**src/logic/nsl_pkg.sv**
```systemverilog
// Package for the network status LED blinker: constants, types, register map
package nsl_pkg;

	// Clock and timebase
	localparam int CLK_PERIOD_NS = 20;
	localparam int TICK_NS       = 1_000_000;
	localparam int TICK_CYC      = TICK_NS / CLK_PERIOD_NS;

	// Pattern durations in milliseconds
	localparam logic [11:0] PRE_ON_MS    = 12'd100;
	localparam logic [11:0] PRE_OFF_MS   = 12'd900;
	localparam logic [11:0] SLOW_ON_MS   = 12'd200;
	localparam logic [11:0] SLOW_OFF_MS  = 12'd2000;
	localparam logic [11:0] QUICK_ON_MS  = 12'd200;
	localparam logic [11:0] QUICK_OFF_MS = 12'd600;
	localparam logic [11:0] VQ_ON_MS     = 12'd100;
	localparam logic [11:0] VQ_OFF_MS    = 12'd200;
	localparam logic [11:0] INIT_MS      = 12'd2000;

	// Register map (byte addresses)
	localparam logic [3:0] CTRL_OFS = 4'h0;
	localparam logic [3:0] STAT_OFS = 4'h4;

	// Control field positions
	localparam int CTRL_ON_BIT   = 0;
	localparam int CTRL_WIN_BIT  = 1;
	localparam int CTRL_CHG_BIT  = 2;
	localparam int CTRL_REG_BIT  = 3;
	localparam int CTRL_CALL_BIT = 4;
	localparam int CTRL_BAD_BIT  = 5;
	localparam logic [5:0] CTRL_RST = 6'h00;

	typedef enum logic [2:0] {
		PAT_DARK,
		PAT_PRECHG,
		PAT_STEADY,
		PAT_SLOW,
		PAT_QUICK,
		PAT_VQUICK
	} nsl_pat_t;

	typedef struct packed {
		logic bad_image;
		logic call_active;
		logic registered;
		logic charger_input;
		logic battery_supply_in_window;
		logic module_on;
	} nsl_ctrl_t;

	typedef struct packed {
		logic [11:0] on_ms;
		logic [11:0] off_ms;
		logic        steady;
		logic        blink;
	} nsl_timing_t;

endpackage

```
**src/logic/nsl_blinker.sv**
```systemverilog
// Network status LED pattern generator with an Avalon-MM register slave
//
// The implementer's own choices: the register offsets and the Avalon-MM register port.
`timescale 1ns/1ns
`default_nettype none

// Operation
// Indicator pin only pulls low (LED on) or releases (LED off).
// Module off, battery in window, charger present: 100 ms on, 900 ms off.
// Module on: pattern follows registration and software health, not charging.
// On but unregistered: LED lit steadily.
// Registered and idle: 200 ms on, 2 s off.
// Registered with communication: 200 ms on, 600 ms off.
// Bad software image: 100 ms on, 200 ms off.
// During reset the pin is released so the LED is dark.
// Up to 2 s after reset the pin is meaningless; then true status.
// Durations timed from a millisecond tick; pattern restarts on status change.
// Priority: bad software, then communication, then registered, then unregistered.
module nsl_blinker
	import nsl_pkg::*;
#(
	parameter int P_TICK_CYC = TICK_CYC
) (
	input  wire logic        i_clk,
	input  wire logic        i_rst,
	input  wire logic [3:0]  i_avs_address,
	input  wire logic        i_avs_read,
	input  wire logic        i_avs_write,
	input  wire logic [31:0] i_avs_writedata,
	input  wire logic [3:0]  i_avs_byteenable,
	output logic      [31:0] o_avs_readdata,
	output logic             o_avs_waitrequest,
	output logic             o_status_led_out,
	output logic             o_status_led_oe
);

	function automatic nsl_timing_t pat_timing(input nsl_pat_t p);
		nsl_timing_t t;
		t = '{on_ms: 12'h000, off_ms: 12'h000, steady: 1'b0, blink: 1'b0};
		case (p)
			PAT_PRECHG: t = '{on_ms: PRE_ON_MS, off_ms: PRE_OFF_MS, steady: 1'b0, blink: 1'b1};
			PAT_STEADY: t = '{on_ms: 12'h000, off_ms: 12'h000, steady: 1'b1, blink: 1'b0};
			PAT_SLOW:   t = '{on_ms: SLOW_ON_MS, off_ms: SLOW_OFF_MS, steady: 1'b0, blink: 1'b1};
			PAT_QUICK:  t = '{on_ms: QUICK_ON_MS, off_ms: QUICK_OFF_MS, steady: 1'b0, blink: 1'b1};
			PAT_VQUICK: t = '{on_ms: VQ_ON_MS, off_ms: VQ_OFF_MS, steady: 1'b0, blink: 1'b1};
			default:    t = '{on_ms: 12'h000, off_ms: 12'h000, steady: 1'b0, blink: 1'b0};
		endcase
		return t;
	endfunction

	// End of a phase: the count has reached its last millisecond
	function automatic logic ms_last(input logic [11:0] cnt, input logic [11:0] len);
		return cnt == len - 12'h001;
	endfunction

	nsl_ctrl_t   ctrl_q,      ctrl_d;
	logic        wait_q,      wait_d;
	logic [31:0] rdata_q,     rdata_d;
	logic [31:0] tick_cnt_q,  tick_cnt_d;
	logic        tick_q,      tick_d;
	logic [11:0] ms_cnt_q,    ms_cnt_d;
	logic        on_phase_q,  on_phase_d;
	nsl_pat_t    pat_q,       pat_d;
	logic [11:0] init_cnt_q,  init_cnt_d;
	logic        init_done_q, init_done_d;
	logic        led_on_q,    led_on_d;

	nsl_pat_t    pat_sel;
	nsl_timing_t tim;
	logic        req;
	logic        acc;

	always_comb begin
		// Module off: only the pre-charge flash can show
		if (!ctrl_q.module_on) begin
			if (ctrl_q.battery_supply_in_window && ctrl_q.charger_input) begin
				pat_sel = PAT_PRECHG;
			end else begin
				pat_sel = PAT_DARK;
			end
		end else if (ctrl_q.bad_image) begin
			pat_sel = PAT_VQUICK;
		end else if (ctrl_q.registered && ctrl_q.call_active) begin
			pat_sel = PAT_QUICK;
		end else if (ctrl_q.registered) begin
			pat_sel = PAT_SLOW;
		end else begin
			pat_sel = PAT_STEADY;
		end
	end

	// Bus group: one wait state on every access
	always_comb begin
		req = i_avs_read | i_avs_write;
		// Access completes on the edge where waitrequest is seen low
		acc = req & ~wait_q;
		// Idle high, so read data always has a cycle to settle
		wait_d = ~(req & wait_q);
		ctrl_d = ctrl_q;
		if (acc && i_avs_write && i_avs_address == CTRL_OFS && i_avs_byteenable[0]) begin
			ctrl_d = nsl_ctrl_t'(i_avs_writedata[5:0]);
		end
		rdata_d = rdata_q;
		if (req && wait_q) begin
			if (i_avs_address == CTRL_OFS) begin
				rdata_d = {26'h0000000, ctrl_q};
			end else if (i_avs_address == STAT_OFS) begin
				rdata_d = {12'h000, ms_cnt_q, 2'h0, init_done_q, led_on_q, on_phase_q, pat_q};
			end else begin
				rdata_d = 32'h0000_0000;
			end
		end
	end

	always_ff @(posedge i_clk or posedge i_rst) begin
		if (i_rst) begin
			ctrl_q  <= nsl_ctrl_t'(CTRL_RST);
			wait_q  <= 1'b1;
			rdata_q <= 32'h0000_0000;
		end else begin
			ctrl_q  <= ctrl_d;
			wait_q  <= wait_d;
			rdata_q <= rdata_d;
		end
	end

	// Timebase group
	always_comb begin
		// Millisecond tick from the system clock
		if (tick_cnt_q == 32'(P_TICK_CYC - 1)) begin
			tick_cnt_d = 32'h0000_0000;
			tick_d     = 1'b1;
		end else begin
			tick_cnt_d = tick_cnt_q + 32'h0000_0001;
			tick_d     = 1'b0;
		end

		// Start-up interval counts once and then holds
		init_cnt_d  = init_cnt_q;
		init_done_d = init_done_q;
		if (!init_done_q && tick_q) begin
			if (ms_last(init_cnt_q, INIT_MS)) begin
				init_done_d = 1'b1;
			end else begin
				init_cnt_d = init_cnt_q + 12'h001;
			end
		end
	end

	always_ff @(posedge i_clk or posedge i_rst) begin
		if (i_rst) begin
			tick_cnt_q  <= 32'h0000_0000;
			tick_q      <= 1'b0;
			init_cnt_q  <= 12'h000;
			init_done_q <= 1'b0;
		end else begin
			tick_cnt_q  <= tick_cnt_d;
			tick_q      <= tick_d;
			init_cnt_q  <= init_cnt_d;
			init_done_q <= init_done_d;
		end
	end

	// Pattern group
	always_comb begin
		tim        = pat_timing(pat_q);
		pat_d      = pat_sel;
		ms_cnt_d   = ms_cnt_q;
		on_phase_d = on_phase_q;
		if (pat_sel != pat_q) begin
			// Restart at the on phase so a status change shows at once
			ms_cnt_d   = 12'h000;
			on_phase_d = 1'b1;
		end else if (tim.blink && tick_q) begin
			// Tick runs free, so the first on phase may be up to 1 ms short
			if (on_phase_q && ms_last(ms_cnt_q, tim.on_ms)) begin
				ms_cnt_d   = 12'h000;
				on_phase_d = 1'b0;
			end else if (!on_phase_q && ms_last(ms_cnt_q, tim.off_ms)) begin
				ms_cnt_d   = 12'h000;
				on_phase_d = 1'b1;
			end else begin
				ms_cnt_d = ms_cnt_q + 12'h001;
			end
		end

		// Kept dark through start-up rather than toggling
		led_on_d = init_done_q & (tim.steady | (tim.blink & on_phase_q));
	end

	always_ff @(posedge i_clk or posedge i_rst) begin
		if (i_rst) begin
			ms_cnt_q   <= 12'h000;
			on_phase_q <= 1'b1;
			pat_q      <= PAT_DARK;
			led_on_q   <= 1'b0;
		end else begin
			ms_cnt_q   <= ms_cnt_d;
			on_phase_q <= on_phase_d;
			pat_q      <= pat_d;
			led_on_q   <= led_on_d;
		end
	end

	// Open drain: data is always low, only the enable moves
	always_ff @(posedge i_clk or posedge i_rst) begin
		if (i_rst) begin
			o_status_led_out  <= 1'b0;
			o_status_led_oe   <= 1'b0;
			o_avs_waitrequest <= 1'b1;
			o_avs_readdata    <= 32'h0000_0000;
		end else begin
			o_status_led_out  <= 1'b0;
			o_status_led_oe   <= led_on_d;
			o_avs_waitrequest <= wait_d;
			o_avs_readdata    <= rdata_d;
		end
	end

endmodule

`default_nettype wire

```
**config.mk**
```make
export PLATFORM = sky130hd
export DESIGN_NAME = nsl_blinker
export DESIGN_NICKNAME = d
export VERILOG_FILES = /design/src/logic/nsl_pkg.sv /design/src/logic/nsl_blinker.sv
export SDC_FILE = /design/constraint.sdc
export NUM_CORES = 1
export LEC_CHECK = 0
export BUFFER_PORTS_ARGS = -buffer_cell sky130_fd_sc_hd__buf_4
export CORE_MARGIN = 1.5
export CORE_UTILIZATION = 30
export CTS_CLUSTER_DIAMETER = 60
export CTS_CLUSTER_SIZE = 30
export DETAILED_ROUTE_END_ITERATION = 12
export GPL_ROUTABILITY_DRIVEN = 1
export HOLD_SLACK_MARGIN = 0.02
export PLACE_DENSITY = 0.52
export SYNTH_ARGS = -nofsm -noshare
export SYNTH_HDL_FRONTEND = slang
export SYNTH_SLANG_ARGS = --single-unit
```
**constraint.sdc**
```tcl
create_clock -name i_clk -period 3.28 [get_ports i_clk]
set_input_delay 0.164 -clock i_clk [delete_from_list [all_inputs] [get_ports i_clk]]
set_output_delay 0.164 -clock i_clk [all_outputs]
set_load 0.01 [all_outputs]
```
After elaboration in Yosys (flattened, before gate mapping)
Index checks and enable logic that the tools add are counted.

$add $sub $neg: 5. Reduce and logical (&&, ||, !) cells: 18. Bitwise operators: 9. Eq/ne operators: 11. Multiplexer cells: 18.

Operators by type and width (number): one-hot mux 22 bit (5 select lines) (1); two-way mux 12 bit (4); two-way mux 20 bit (2); adder 32 x 1 -> 32 bit, second input constant (1); == test 32 x 16 -> 1 bit, second input constant (1); two-way mux 32 bit (1); adder 12 x 1 -> 12 bit, second input constant (2); == test 12 bit (2); subtractor 12 x 1 -> 12 bit, second input constant (2); == test 12 x 11 -> 1 bit, second input constant (1); logical AND 1 bit (10); two-way mux 3 bit (3); two-way mux 1 bit (7); == test 3 x 2 -> 1 bit, second input constant (2); == test 3 bit, second input constant (2); AND reduction 2 bit (3); AND 1 bit (4); == test 4 x 3 -> 1 bit, second input constant (1); logical NOT 4 bit (1); == test 3 x 1 -> 1 bit, second input constant (1); inequality test 3 bit (1); inverter 1 bit (3); nonzero test 3 bit (1); logical NOT 1 bit (2); other kinds (2) (3).

Register bits: 102. Input port bits: 44. Output and inout port bits: 35.

Logic depth before layout (Yosys ltp)
Depth in word-level cells: 9. Mapped depth: 14. Mapped depth without buffers: 11.

Worst setup path before layout
Ideal clock, no wire load.

Path kind: register -> register. From: register pat_q[1]. To: register ms_cnt_q[6]. Path buffers: 4. Setup time: 0.133 ns. Arrival: 2.484 ns. Data required time: 3.147 ns. Cell stages (with the launch flop): 14. Slack: 0.663 ns. Path through: dfrtp_1 -> buf_6 -> buf_2 -> inv_1 -> ha_1 -> buf_2 -> nor4b_1 -> o21ai_0 -> o31a_1 -> o21ai_0 -> a31oi_4 -> buf_6 -> a22oi_1 -> o31ai_1.

Word-level cells in the longest chain between the ends: 9.

Ends and longest elaborated chain: from (decl) (RTL line nsl_blinker.sv:63) `nsl_pat_t pat_q, pat_d;`; from (signal assigned) (RTL line nsl_blinker.sv:200) `pat_q <= pat_d;`; == test 3 bit (tied with other cells) (RTL line nsl_blinker.sv:40) `case (p)`; one-hot mux 22 bit (5 select lines) (RTL line nsl_blinker.sv:40); subtractor 12 x 1 -> 12 bit (RTL line nsl_blinker.sv:53) `return cnt == len - 12'h001;`; == test 12 bit (RTL line nsl_blinker.sv:53); logical AND 1 bit (RTL line nsl_blinker.sv:179) `end else if (!on_phase_q && ms_last(ms_cnt_q, tim.off_ms)) begin`; two-way mux 12 bit (RTL line nsl_blinker.sv:179); two-way mux 12 bit (RTL line nsl_blinker.sv:176) `if (on_phase_q && ms_last(ms_cnt_q, tim.on_ms)) begin`; two-way mux 12 bit (RTL line nsl_blinker.sv:174) `end else if (tim.blink && tick_q) begin`; two-way mux 12 bit (RTL line nsl_blinker.sv:170) `if (pat_sel != pat_q) begin`; to (signal assigned) (RTL line nsl_blinker.sv:198) `ms_cnt_q <= ms_cnt_d;`; to (decl) (RTL line nsl_blinker.sv:61) `logic [11:0] ms_cnt_q, ms_cnt_d;`.

Several ways; a longest one is shown, not always the timed one. The select of a mux whose other input is x is not followed. A chain may end at the register's enable or synchronous reset.

Final worst setup path
From: register pat_q[2]. To: register ms_cnt_q[5].

Same word-level chain as after synthesis.

==> key figures <==
Placed design
  • DP Worst Slack: around 430 ps
  • Port Buf Inserts: 34
  • Final RePlAce weighted congestion: slightly below 0.8
  • Post-DP HPWL: slightly below 7 mm

Die
  • Core outline area: 15200 um2
  • Starting density of the core: between 30% and 40%
  • Die height: about 130 um
  • Die area: 16270 um2
  • Num rows: 45
  • I/O Pins: a little under 80
  • Die width: 127.5 um

Synth
  • Ys async rst share: between 90% and 100%
  • Ys flop type: dfrtp_1
  • Cells after synthesis: 472
  • Synth Area per Inst: approximately 10 um2
  • Synthesized area: between 4000 and 5000 um2
  • Post-synthesis sequential area ratio: 47.38%
  • Synth top cells by count: dfrtp_1, nand2_1, xnor2_1, nand3_1, o21ai_0
  • Area fraction of the dominant cell type after synthesis: 46.25%
  • Leading area contributor after synthesis: dfrtp_1
  • Yosys warnings: 0
  • Top cells by area, synth: dfrtp_1, xnor2_1, nand2_1, nand3_1, o21ai_0
  • Distinct cell type count of the synthesized netlist: 66
  • Synth Register Bits: 88
  • Most numerous cell in the Yosys netlist: dfrtp_1
  • EDFF count, synth: 0

Drt
  • TritonRoute pass-1 iters: 4
  • Total number of vias: between 3000 and 4000
  • # DRC: 0
  • Drt via density: 4.978
  • Routed Antenna Nets: 0
  • Initial DRC count: about 190
  • Final WL: approximately 9.6 mm
  • Mean routed wirelength per cell: between 10 and 15 um

Setup path
  • Critical Path Start Type: register
  • CP peak stage delay: between 500 and 600 ps
  • Critical Path AT: 3040 ps
  • Kind of critical path: reg2reg
  • Slowest CP cell: ha_1
  • Critical-path cell list: ha_1 > mux2_2 > o31a_1 > o21ai_0 > a31oi_4 > nand2_4 > o311ai_2
  • Crit path max-delay family: compound AO/OA/AOI/OAI gates
  • WP data required: 3490 ps
  • Critical path fanouts, max: 13
  • Buf/Inv on CP: 0
  • Critical path endpoint category: register

Timing
  • Final worst setup slack: approximately 450 ps
  • Final Setup Violations: 0
  • Rel. slew slack: 24.67%
  • RSZ-0062 raised after global routing: false
  • Worst-Margin Slew: between 1000 and 1500 ps
  • Final Skew: a little under 8 ps
  • Period Utilization, post-route: roughly 86%
  • Tmin final: ~2800 ps
  • Fin. Hold Viols: 0
  • Total negative slack: 0 ps
  • Fmax achieved: between 300 and 400 MHz
  • Slew Viols, Final: 0

Min path
  • Worst Hold Class: in2reg

GRT
  • Initial antenna violation count: 0
  • Largest net degree at the start of global routing: between 40 and 50
  • GRT Util Overall: about an eighth
  • Number of global-route vias before repair: between 3000 and 4000
  • First-pass GRT wire length: about 17 mm
  • Total grt overflow: 0

Clocking
  • Cts repair resizes: 0
  • Setup Buffers After CTS: 0
  • # clock sinks: 88
  • CTS hold repair buffers: 1
  • CTS H-Tree Depth: 3
  • Clock root buffer: clkbuf_16
  • Clock transition at path regs: roughly 70 ps
  • CTS tree: yes
  • Worst-Skew Late Latency: 350 ps
  • Max Buffers Root-to-Sink: 2
  • Inserted Clock Buffers: 9

Cells and area
  • Antenna diodes: 0
  • Nets@finish: 550
  • Layout area overhead: 14.95%
  • Fraction of layout cells with a size suffix above 1: about 16%

Pwr
  • Max IR drop VDD: 0.2495 mV
  • Power per cell area: roughly 480 nW/um2
  • Leak: between 2 and 2.5 nW

Status
  • Status: finished clean

Flow run
  • Max_cap viols: 0
state kept, by name, indices dropped and copies added, names as in the netlist:
register,flops
init_done_q,1
o_avs_waitrequest,1
o_avs_readdata,18
pat_q,3
tick_cnt_q,32
ctrl_q,6
o_status_led_oe,1
init_cnt_q,12
tick_q,1
ms_cnt_q,12
on_phase_q,1
cell families (layout without fill, tap and decap cells):
kind of cell,Yosys count,count (layout),share of synthesized area (%)
other,1,15,0.08059
AND/OR/NAND/NOR,190,190,21.38
AO/OA/AOI/OAI,79,79,12.50
multiplexers,8,8,1.909
XOR/XNOR,49,49,9.223
adder cells (fa/ha/maj),6,6,1.613
flip-flops,88,88,47.38
buffers and inverters,51,70,5.915
worst register-to-register path, stage by stage (launching register included):
cell and delay, ps:
dfrtp_1 470, ha_1 580, mux2_2 380, o31a_1 230, o21ai_0 380, a31oi_4 290
nand2_4 230, o311ai_2 120
metal layers:
layer / track usage (%) / routed length (um) / part of all wire, % / vias to the layer above
li1: - / - / - / 1695
met1: 16.79 / 4615 / 48 / 1689
met2: 20.76 / 4522 / 47 / 56
met3: 3.392 / 347 / 3.6 / 10
met4: 4.813 / 150 / 1.6 / 0
met5: 0 / 0 / 0 / -
power breakdown:
group / internal, W / switching (W) / total [W]
clock network: 0.000639 / 0.000450 / 0.00109
registers: 0.00111 / 0.0000304 / 0.00114
logic: 0.000117 / 0.000200 / 0.000317
total: 0.00186 / 0.000680 / 0.00254
cell usage in the layout (no fill, tap or decap), drive strengths merged, types with 11 or more instances in the layout:
cell type / netlist / final
nand2: 68 / 68
xor2: 15 / 15
nand3: 29 / 29
buf: 24 / 41
xnor2: 34 / 34
conb: 1 / 15
nor2: 22 / 22
clkbuf: 15 / 11
o21ai: 30 / 30
dfrtp: 86 / 86
nand4: 16 / 16
inv: 12 / 13
through the flow:
stage                     utilization [%]  hold WS, ps  instances  power [W]  area, um2
after floorplan                         -        280.8        486   0.001413       4706
after global placement              33.05        288.8        676   0.001468       5024
after detailed placement            33.05        304.0        676   0.001476       5024
after CTS                           35.19        26.09        693   0.002576       5349
after global routing                35.19        32.64        693   0.002650       5349
final                               35.19        39.90        693   0.002542       5349
final timing paths:
| path | from | to | slack, ps | cells after the start |
|---|---|---|---|---|
| setup reg to reg | pat_q[2] | ms_cnt_q[5] | 450 | 7 |
| min in group asynchronous | i_rst | init_cnt_q[0] | 460 | 3 |
| max in group asynchronous | i_rst | tick_cnt_q[16] | 2040 | 4 |
| hold reg to reg | tick_cnt_q[0] | tick_cnt_q[0] | 460 | 1 |
| hold / removal | i_avs_writedata[5] | ctrl_q[5] | 40 | 3 |
| setup / recovery | pat_q[2] | ms_cnt_q[5] | 450 | 7 |
layout make-up:
class | instances | area, um2
clock inverter | 5 | 62.56
sequential | 88 | 2205
timing repair buffer | 42 | 317.8
multi-input combinational | 347 | 2230
inverter | 12 | 46.29
fill | 1589 | 9853
tap | 188 | 235.2
clock buffer | 11 | 252.7
Power figures use the tool's default switching activity.
